`src/common/epc_defines.svh`:
```
`ifndef EPC_DEFINES_SVH
`define EPC_DEFINES_SVH
`define EPC_PROG_CTRL_OFF 12'h01c
`define EPC_ARRAY_DATA_OFF 12'h020
`define EPC_ARRAY_ADDR_OFF 12'h024
`define EPC_BOOT_CTRL_OFF 12'h028
`define EPC_BOOT_STAT_OFF 12'h02c
`define EPC_PGM_BIT 0
`define EPC_LAT_BIT 2
`define EPC_PROG_CTRL_RST 8'h00
`define EPC_VFY_DONE_BIT 0
`define EPC_VFY_OK_BIT 1
`define EPC_START_BIT 0
`define EPC_PROGRAM_TIME_US 4000
`define EPC_CLK_MHZ 100
`define EPC_PROGRAM_TIME_CYC (`EPC_PROGRAM_TIME_US * `EPC_CLK_MHZ)
`endif

```
`src/common/epc_pkg.sv`:
```
package epc_pkg;
  typedef enum logic [1:0] {
    EPC_MODE_NONE = 2'b00,
    EPC_MODE_PROG_VERIFY = 2'b01,
    EPC_MODE_VERIFY = 2'b10,
    EPC_MODE_DUMP = 2'b11
  } epc_mode_e;
  typedef struct packed {
    logic latch_mode_bit;
    logic program_power_bit;
  } epc_ctrl_s;
  typedef struct packed {
    logic we;
    logic [12:0] addr;
    logic [7:0] data;
  } epc_array_req_s;
endpackage : epc_pkg

```
`src/rtl/epc_mode_decode.sv`:
```
`timescale 1ns/100ps
module epc_mode_decode
  import epc_pkg::*;
(
  // clock and reset
  input wire logic pclk,
  input wire logic presetn,
  // pins
  input wire logic mode_sel_high,
  input wire logic mode_sel_mid,
  input wire logic mode_sel_low,
  input wire logic sample,
  // result
  output epc_mode_e mode
);
  // pins are caught on a clocked sample, never under the reset itself
  always_ff @(posedge pclk or negedge presetn) begin
    if (!presetn) begin
      mode <= EPC_MODE_NONE;
    end else if (sample) begin
      case ({mode_sel_high, mode_sel_mid, mode_sel_low})
        3'b111: mode <= EPC_MODE_PROG_VERIFY;
        3'b110: mode <= EPC_MODE_VERIFY;
        3'b100: mode <= EPC_MODE_DUMP;
        default: mode <= EPC_MODE_NONE;
      endcase
    end
  end
endmodule : epc_mode_decode

```
`src/rtl/epc_eprom_program_control.sv`:
```
// Functional notes
// - programming power follows the program-power bit one clock later (registered)
// - program-power can only be set while latch-mode already reads one
// - clearing latch-mode clears program-power in the same write
// - writing both bits set while latch is clear leaves latch set, power clear
// - latch-mode selects programming paths, otherwise normal array reads
// - first array write under latch-mode captures address and data
// - array reads return zero while latch-mode is set
// - both bits readable anytime; latch-mode writable anytime, program-power settable only under latch-mode; register resets to zero
// - control register holds only latch-mode and program-power bits
// - program-power sits at bit zero of the control register
// - three mode pins pick program/verify, verify only, or dump
// - programming indicator while latch-mode set in program/verify mode; verify indicator on success with source-select pin low in a verify mode
//
// The APB slave port was decided locally.
`timescale 1ns/100ps
`include "epc_defines.svh"
module epc_eprom_program_control
  import epc_pkg::*;
(
  // apb
  input wire logic pclk,
  input wire logic presetn,
  input wire logic psel,
  input wire logic penable,
  input wire logic pwrite,
  input wire logic [11:0] paddr,
  input wire logic [31:0] pwdata,
  output logic [31:0] prdata,
  output logic pready,
  output logic pslverr,
  // array side
  output logic vpp_on,
  output logic array_prog_mode,
  output epc_array_req_s array_latch,
  input wire logic [7:0] array_rdata,
  // boot pins
  input wire logic mode_sel_high,
  input wire logic mode_sel_mid,
  input wire logic mode_sel_low,
  input wire logic source_sel_pin,
  output logic ext_addr_hi,
  output logic prog_led,
  output logic verify_led
);
  epc_ctrl_s ctrl_reg;
  epc_array_req_s latch_reg;
  logic [12:0] addr_reg;
  logic [7:0] rdata_reg;
  logic boot_start_reg;
  logic vfy_done_reg;
  logic vfy_ok_reg;
  logic prog_busy_reg;
  epc_mode_e mode;
  logic wr_en;
  logic rd_en;

  function automatic logic hit(input logic [11:0] a, input logic [11:0] off);
    hit = (a == off);
  endfunction : hit

  // single-cycle access phase; no wait states
  assign wr_en = psel && penable && pwrite;
  assign rd_en = psel && penable && !pwrite;

  epc_mode_decode u_mode (
    .pclk(pclk),
    .presetn(presetn),
    .mode_sel_high(mode_sel_high),
    .mode_sel_mid(mode_sel_mid),
    .mode_sel_low(mode_sel_low),
    .sample(boot_start_reg),
    .mode(mode)
  );

  // control register with interlock
  always_ff @(posedge pclk or negedge presetn) begin
    if (!presetn) begin
      ctrl_reg <= '0;
    end else if (wr_en && hit(paddr, `EPC_PROG_CTRL_OFF)) begin
      ctrl_reg.latch_mode_bit <= pwdata[`EPC_LAT_BIT];
      // power only if latch was already set and stays set
      ctrl_reg.program_power_bit <= pwdata[`EPC_PGM_BIT] && ctrl_reg.latch_mode_bit
                                    && pwdata[`EPC_LAT_BIT];
    end
  end

  always_ff @(posedge pclk or negedge presetn) begin
    if (!presetn) begin
      vpp_on <= 1'b0;
      array_prog_mode <= 1'b0;
    end else begin
      vpp_on <= ctrl_reg.program_power_bit;
      array_prog_mode <= ctrl_reg.latch_mode_bit;
    end
  end

  // array address pointer for the data window
  always_ff @(posedge pclk or negedge presetn) begin
    if (!presetn) begin
      addr_reg <= 13'h0000;
    end else if (wr_en && hit(paddr, `EPC_ARRAY_ADDR_OFF)) begin
      addr_reg <= pwdata[12:0];
    end
  end

  // programming latch: first array write after latch is set
  always_ff @(posedge pclk or negedge presetn) begin
    if (!presetn) begin
      latch_reg <= '0;
    end else if (!ctrl_reg.latch_mode_bit) begin
      latch_reg.we <= 1'b0;
    end else if (wr_en && hit(paddr, `EPC_ARRAY_DATA_OFF) && !latch_reg.we) begin
      latch_reg <= '{we: 1'b1, addr: addr_reg, data: pwdata[7:0]};
    end
  end
  assign array_latch = latch_reg;

  // boot control
  always_ff @(posedge pclk or negedge presetn) begin
    if (!presetn) begin
      boot_start_reg <= 1'b0;
    end else begin
      boot_start_reg <= wr_en && hit(paddr, `EPC_BOOT_CTRL_OFF) && pwdata[`EPC_START_BIT];
    end
  end

  // status written only by bootloader software
  always_ff @(posedge pclk or negedge presetn) begin
    if (!presetn) begin
      vfy_done_reg <= 1'b0;
      vfy_ok_reg <= 1'b0;
    end else if (wr_en && hit(paddr, `EPC_BOOT_STAT_OFF)) begin
      vfy_done_reg <= pwdata[`EPC_VFY_DONE_BIT];
      vfy_ok_reg <= pwdata[`EPC_VFY_OK_BIT];
    end
  end

  always_ff @(posedge pclk or negedge presetn) begin
    if (!presetn) begin
      prog_busy_reg <= 1'b0;
      prog_led <= 1'b0;
      verify_led <= 1'b0;
      ext_addr_hi <= 1'b0;
    end else begin
      prog_busy_reg <= ctrl_reg.latch_mode_bit && (mode == EPC_MODE_PROG_VERIFY);
      prog_led <= ctrl_reg.latch_mode_bit && (mode == EPC_MODE_PROG_VERIFY);
      // verify lamp only after a requested verify that passed
      verify_led <= vfy_done_reg && vfy_ok_reg && !source_sel_pin
                    && (mode == EPC_MODE_PROG_VERIFY || mode == EPC_MODE_VERIFY);
      ext_addr_hi <= addr_reg[12];
    end
  end

  // read mux
  always_ff @(posedge pclk or negedge presetn) begin
    if (!presetn) begin
      rdata_reg <= 8'h00;
    end else begin
      rdata_reg <= ctrl_reg.latch_mode_bit ? 8'h00 : array_rdata;
    end
  end

  always_ff @(posedge pclk or negedge presetn) begin
    if (!presetn) begin
      prdata <= 32'h00000000;
      pready <= 1'b0;
      pslverr <= 1'b0;
    end else begin
      pready <= psel && !penable;
      pslverr <= 1'b0;
      prdata <= 32'h00000000;
      if (psel && !penable && !pwrite) begin
        case (paddr)
          `EPC_PROG_CTRL_OFF: begin
            prdata[`EPC_LAT_BIT] <= ctrl_reg.latch_mode_bit;
            prdata[`EPC_PGM_BIT] <= ctrl_reg.program_power_bit;
          end
          `EPC_ARRAY_DATA_OFF: prdata[7:0] <= ctrl_reg.latch_mode_bit ? 8'h00 : rdata_reg;
          `EPC_ARRAY_ADDR_OFF: prdata[12:0] <= addr_reg;
          `EPC_BOOT_CTRL_OFF: prdata[1:0] <= mode;
          `EPC_BOOT_STAT_OFF: prdata[1:0] <= {vfy_ok_reg, vfy_done_reg};
          default: pslverr <= 1'b1;
        endcase
      end else if (psel && !penable) begin
        case (paddr)
          `EPC_PROG_CTRL_OFF, `EPC_ARRAY_DATA_OFF, `EPC_ARRAY_ADDR_OFF,
          `EPC_BOOT_CTRL_OFF, `EPC_BOOT_STAT_OFF: pslverr <= 1'b0;
          default: pslverr <= 1'b1;
        endcase
      end
    end
  end

  AST_PWR_NEEDS_LAT: assert property (@(posedge pclk) disable iff (!presetn)
    ctrl_reg.program_power_bit |-> ctrl_reg.latch_mode_bit) else $error("power without latch");
  AST_LAT_CLR_PWR: assert property (@(posedge pclk) disable iff (!presetn)
    $fell(ctrl_reg.latch_mode_bit) |-> !ctrl_reg.program_power_bit) else $error("power kept");
  AST_BOTH_WRITE: assert property (@(posedge pclk) disable iff (!presetn)
    (wr_en && hit(paddr, `EPC_PROG_CTRL_OFF) && !ctrl_reg.latch_mode_bit && pwdata[2] && pwdata[0])
    |=> ctrl_reg.latch_mode_bit && !ctrl_reg.program_power_bit) else $error("both set");
  AST_VPP: assert property (@(posedge pclk) disable iff (!presetn)
    ##1 vpp_on == $past(ctrl_reg.program_power_bit)) else $error("vpp mismatch");
  AST_MODE: assert property (@(posedge pclk) disable iff (!presetn)
    ##1 array_prog_mode == $past(ctrl_reg.latch_mode_bit)) else $error("mode mismatch");
  AST_LATCH_HOLD: assert property (@(posedge pclk) disable iff (!presetn)
    (latch_reg.we && ctrl_reg.latch_mode_bit) |=> $stable(latch_reg.data) || !ctrl_reg.latch_mode_bit)
    else $error("latch overwritten");
  AST_RD_BLOCK: assert property (@(posedge pclk) disable iff (!presetn)
    (ctrl_reg.latch_mode_bit && rd_en && paddr == `EPC_ARRAY_DATA_OFF) |-> prdata[7:0] == 8'h00)
    else $error("array read leaked");
  AST_UNUSED_ZERO: assert property (@(posedge pclk) disable iff (!presetn)
    (rd_en && paddr == `EPC_PROG_CTRL_OFF) |-> prdata[31:3] == '0 && !prdata[1])
    else $error("reserved bits");
  AST_LED: assert property (@(posedge pclk) disable iff (!presetn)
    verify_led |-> $past(vfy_ok_reg)) else $error("verify lamp");
endmodule : epc_eprom_program_control

```
`config.mk`:
```
export PLATFORM = sky130hd
export DESIGN_NAME = epc_eprom_program_control
export DESIGN_NICKNAME = d
export VERILOG_FILES = /design/src/common/epc_pkg.sv /design/src/rtl/epc_mode_decode.sv /design/src/rtl/epc_eprom_program_control.sv
export VERILOG_INCLUDE_DIRS = /design/src /design/src/common
export SDC_FILE = /design/constraint.sdc
export NUM_CORES = 1
export LEC_CHECK = 0
export ABC_CLOCK_PERIOD_IN_PS = 1900
export BUFFER_PORTS_ARGS = -buffer_cell sky130_fd_sc_hd__buf_2
export CORE_ASPECT_RATIO = 1.4
export CORE_MARGIN = 3
export CORE_UTILIZATION = 25
export CTS_BUF_LIST = sky130_fd_sc_hd__clkbuf_4
export CTS_CLUSTER_DIAMETER = 80
export CTS_CLUSTER_SIZE = 30
export DETAILED_ROUTE_END_ITERATION = 7
export HOLD_SLACK_MARGIN = 0.06
export PLACE_DENSITY = 0.44
export SETUP_SLACK_MARGIN = 0.5
export SLEW_MARGIN = 15
export SYNTH_ARGS = -nofsm -noshare
export SYNTH_HDL_FRONTEND = slang
export SYNTH_SLANG_ARGS = --single-unit
```
`constraint.sdc`:
```
create_clock -name pclk -period 1.9 [get_ports pclk]
set_input_delay 0.38 -clock pclk [delete_from_list [all_inputs] [get_ports pclk]]
set_output_delay 0.38 -clock pclk [all_outputs]
set_load 0.05 [all_outputs]
```
Word level (Yosys, flattened, before mapping)
Index checks and enable logic that the tools add are counted.
Word-level totals
  register bits: 70
  input bits: 61
  output and inout bits: 61
Operators by class
  equality and inequality tests: 11
  muxes and demuxes: 14
  reductions and logical operators: 24
Operator list (count)
  $eq 12x6->1 const B: 4
  $mux 22: 1
  $logic_and 1x1->1: 17
  $mux 8: 2
  $mux 13: 1
  $eq 12x5->1 const B: 1
  $pmux 5 s2: 1
  $eq 3x3->1 const B: 3
  $pmux 2 s3: 1
  $mux 5: 1
  $pmux 1 s5: 1
  $reduce_or 5->1: 1
  $logic_not 1->1: 4
  $mux 1: 4
  $pmux 1 s4: 1
  $pmux 1 s3: 1
  $eq 2x1->1 const B: 1
  $eq 2x2->1 const B: 1
  $ne 2x1->1 const B: 1
  $reduce_and 2->1: 1
  $logic_or 1x1->1: 1

Depth between registers and ports, before layout
  word-level depth: 6
  depth in mapped cells: 6

Modules after synthesis
Synthesis repeated with hierarchy kept, for this count alone.
Unflattened totals
  cells, all modules: 218
  area total of the unflattened synthesis: 2931.6 sq um
Modules (own cells, without submodules)
  epc_eprom_program_control: times used 1, cells each 209, area each 2842.7 sq um, sequential area each 1701.6 sq um
  epc_mode_decode: times used 1, cells each 9, area each 88.8 sq um, sequential area each 50.0 sq um

Worst setup path after synthesis
Ideal clock, no wire load.
  path kind: input port to flip-flop
  start point: input port paddr[9]
  end point: register latch_reg, in the netlist array_latch[0]
  setup time: 125 ps
  data arrival time: 1737 ps
  slack: 38 ps
  stages on the path: 5
  path buffers: 1
  cells stage by stage: nor4_4 nand4_1 or4_4 buf_6 mux2_4
Between the ends
  word-level cells in the longest chain between the ends: 4
RTL lines
  start, declared: RTL line epc_eprom_program_control.sv:27  | input wire logic [11:0] paddr,
  $eq 12x6->1: RTL line epc_eprom_program_control.sv:59  | hit = (a == off);
  $logic_and 1x1->1 (2 in series): RTL line epc_eprom_program_control.sv:113  | end else if (wr_en && hit(paddr, `EPC_ARRAY_DATA_OFF) && !latch_reg.we) begin
  $reduce_and 2->1 (no line)
  end signal, assigned: RTL line epc_eprom_program_control.sv:114  | latch_reg <= '{we: 1'b1, addr: addr_reg, data: pwdata[7:0]};
  end, declared: RTL line epc_eprom_program_control.sv:47  | epc_array_req_s latch_reg;
No other way between the ends.
A chain may end at the register's enable or synchronous reset.

Final worst setup path
  start point: register latch_reg, in the netlist array_latch[21]
  end point: register latch_reg, in the netlist array_latch[20]
Between the ends
  word-level cells in the longest chain between the ends: 3
RTL lines (RTL line)
  $logic_not 1->1: epc_eprom_program_control.sv:113
  $logic_and 1x1->1: epc_eprom_program_control.sv:113
  $reduce_and 2->1 (no line)
No other way between the ends.

==> reports/results.txt <==
The flow ran to the end, and the final reports show no timing, DRC or antenna violations. Capturing element type of the critical path: a register. After detailed routing, the total wire length is 7.698 mm. In this run the power density over the cells is 572.3 nW/µm². The setup skew after layout is 9.337 ps, and the clock latency of the later-clocked register in the worst-skew pair is 410 ps. The run gives 2 as the number of buffers on the longest clock path.

The max-slew violation count was 0. The path class of the lowest-slack min-delay path is input pin to register. The number of diodes added for antenna fixing is 0, and the cell depth of the worst hold path is 2. The number of different library cells used by synthesis comes to 37.

The logs give 5.286 mm for the placed wire-length estimate and 241.3 ps for the worst setup margin. The logs give 1140 for the number of fillers in the final layout and 12.15% for the global-route usage over all layers. At the end of the flow the core is filled with cells to 38.66%.

Setup repair after global routing could not meet its margin everywhere. The total overflow left after global routing is 0. The share of synthesized area occupied by flip-flops and latches was 59.02%; the area share of the leading cell type in the synthesized netlist was 59.02%.

The first routing iteration left 52 violations. The library cells used most frequently in the layout, excluding fill and tap cells, are sky130_fd_sc_hd__dfrtp_1, sky130_fd_sc_hd__buf_6, sky130_fd_sc_hd__buf_4, sky130_fd_sc_hd__mux2_4, sky130_fd_sc_hd__buf_2. The number of top-level pins is 122, and the upper clock frequency limit is 602.9 MHz. The number of synthesized flops with an enable pin is 0, and the minimum setup slack after placement is -169.0 ps. In the post-synthesis netlist, the biggest area contributors are sky130_fd_sc_hd__dfrtp_1, sky130_fd_sc_hd__mux2_4, sky130_fd_sc_hd__mux2_2. The largest total area in the synthesized netlist belongs to sky130_fd_sc_hd__dfrtp_1. The register with the most flip-flops in the layout has 22 of them. For the worst setup path, the data required time is 2190 ps. The final worst-path cycle share is 87.30%. The data arrival at the endpoint of the critical path is 1950 ps, and the post-placement cell count is 457. The area growth from synthesis to layout is 49.20%.

The setup path with the least slack is of type register to register. For the finished layout, the period the worst path requires is 1659 ps. Once the floorplan was initialized, standard cells occupied 25.91% of the core.

After synthesis, the mean cell area works out to 13.80 µm². The logs give 2153 for the number of global-route vias before repair and 0.8273 for the placer congestion estimate. After detailed routing, the number of remaining DRC violations is 0. Counting every sink on the clock net gives 70. In this run the remaining antenna-violating nets after routing total 0. The run gives 1222 µm² as the total area of multi-input combinational cells. The cell chosen for the clock root was sky130_fd_sc_hd__clkbuf_4. The number of max-cap violations is 0. The layout cell share with drive strength beyond 1 was 54.99%. The logs give 37 for the largest net degree at the start of global routing and 12.01 mm for the wire length of the first global-routing pass. After synthesis the cells add up to 2968 µm².

The largest vdd supply drop is 0.1879 mV. For this design the static power due to leakage is 2.271 nW. For the number of antenna violations at the first check in global routing, the log shows 0. After synthesis the netlist holds a flip-flop and latch count of 70. The wire length per cell came out at 15.55 µm.

In this run, CTS created clock tree buffers numbering 9. The per-cell via count in the routed design was 4.172; the final-layout worst hold slack was 119.3 ps. The core region is 11450 µm². Prevailing post-synth register cell: sky130_fd_sc_hd__dfrtp_1. Summed over all failing endpoints, the final setup total negative slack is 0 ps. The Yosys step of the flow raised 0 warnings. After floorplanning, the core was divided into 46 placement rows. Along the worst path, the maximum fanout reaches 11. The most common library cell in the layout ignoring fill and taps is sky130_fd_sc_hd__dfrtp_1. The die span in y came out at 134.9 µm. TritonCTS built the clock tree. Startpoint class of the critical path: a register. The depth of the most critical reg-to-reg path is 4, and the count of nets after finishing is 410. The tools report the count of vias placed by the detailed router as 2065. Summing all flip-flop and latch instances after layout gives 1752 µm².

Input and output buffers added on the ports amount to 83. The logs give 13230 µm² for the overall die area and 495 for the filler-free cell count of the finished design. Before antenna repair, the detailed router went through 6 iterations.

The H-tree generated during clock tree synthesis spans 3 levels. The number of instances in the synthesized netlist came out at 215. The number of failing hold endpoints at the final stage came out at 0. Of all flip-flops after synthesis, the portion carrying an async set or reset was 100.0%. Setup violations remaining at the end of the flow were counted as 0. The horizontal extent of the die was 98.09 µm.

The clock transition at the registers of the reported paths was 100 ps.
## path summary, 6_finish.rpt
path	startpoint	end	slack [ps]
min in group asynchronous	presetn	rdata_reg[3]	480
setup reg to reg	array_latch[21]	array_latch[20]	240
setup / recovery	array_latch[21]	array_latch[20]	240
max in group asynchronous	presetn	pslverr	890
hold / removal	source_sel_pin	verify_led	120
hold reg to reg	addr_reg[12]	ext_addr_hi	430
## final cells by class
class	instances	share of cell area [%]
clock buffer	10	1.695
timing repair buffer	130	26.28
tap	144	4.069
clock inverter	4	0.3673
sequential	70	39.56
inverter	5	0.4238
multi-input combinational	132	27.61
## routing by layer
metal	part of all wire, %	up-vias	global-route usage, %
met2	53	73	20.68
met1	40	1007	14.29
met3	5.1	8	3.824
met5	0	-	0
met4	1.5	0	4.619
li1	-	977	-
## logic make-up (layout without fill, tap and decap cells)
| group | Yosys count | count (layout) | share of synthesized area (%) |
|---|---|---|---|
| flip-flops | 70 | 70 | 59.02 |
| AND/OR/NAND/NOR | 56 | 56 | 12.10 |
| multiplexers | 39 | 39 | 17.28 |
| buffers and inverters | 31 | 149 | 6.872 |
| AO/OA/AOI/OAI | 16 | 16 | 3.879 |
| adder cells (fa/ha/maj) | 1 | 1 | 0.4215 |
| other | 1 | 19 | 0.1264 |
| XOR/XNOR | 1 | 1 | 0.2952 |
## what timing repair did
action,CTS,global route
hold buffers,1,0
gates resized for setup,106,15
pin swaps,7,4
setup buffers,11,10
endpoints found under the setup margin,80,80
cloned,2,0
endpoints found under the hold margin,34,0
## report_power, final
group | leakage, nW | switching [mW] | total (mW) | internal, mW
clock | 0.0546 | 0.497 | 0.753 | 0.256
sequential | 0.947 | 0.00435 | 1.50 | 1.50
combinational | 1.27 | 0.189 | 0.277 | 0.0882
## critical path: stages (launching register included)
cell	delay (ps)
sky130_fd_sc_hd__dfrtp_1	380
sky130_fd_sc_hd__nand2b_1	140
sky130_fd_sc_hd__or4_4	530
sky130_fd_sc_hd__buf_12	190
sky130_fd_sc_hd__mux2_4	290
## cell usage after synthesis (2+ instances only)
master,number
sky130_fd_sc_hd__clkbuf_1,4
sky130_fd_sc_hd__nor3_1,2
sky130_fd_sc_hd__nand2b_1,3
sky130_fd_sc_hd__nor2_1,10
sky130_fd_sc_hd__or4_1,2
sky130_fd_sc_hd__nand3_1,3
sky130_fd_sc_hd__inv_1,5
sky130_fd_sc_hd__a2111oi_0,2
sky130_fd_sc_hd__nand3b_1,2
sky130_fd_sc_hd__o21a_1,2
sky130_fd_sc_hd__mux2_4,20
sky130_fd_sc_hd__mux2_2,16
sky130_fd_sc_hd__and2_1,6
sky130_fd_sc_hd__nand2_1,6
sky130_fd_sc_hd__buf_4,19
sky130_fd_sc_hd__buf_6,2
sky130_fd_sc_hd__nor2b_1,9
sky130_fd_sc_hd__a221oi_1,2
sky130_fd_sc_hd__nand4_1,3
sky130_fd_sc_hd__and3_1,2
sky130_fd_sc_hd__mux2_1,2
sky130_fd_sc_hd__nor4_4,2
sky130_fd_sc_hd__a22oi_1,5
sky130_fd_sc_hd__o21ai_0,3
sky130_fd_sc_hd__nor3b_1,2
sky130_fd_sc_hd__dfrtp_1,70
## per-stage QoR
step / cell area (µm²) / total power, mW
6_report: 4428 / 2.534
5_1_grt: 4428 / 2.684
4_1_cts: 4295 / 2.585
3_5_place_dp: 3706 / 1.794
3_3_place_gp: 3706 / 1.793
2_1_floorplan: 3097 / 1.699
Power figures use the tool's default switching activity.
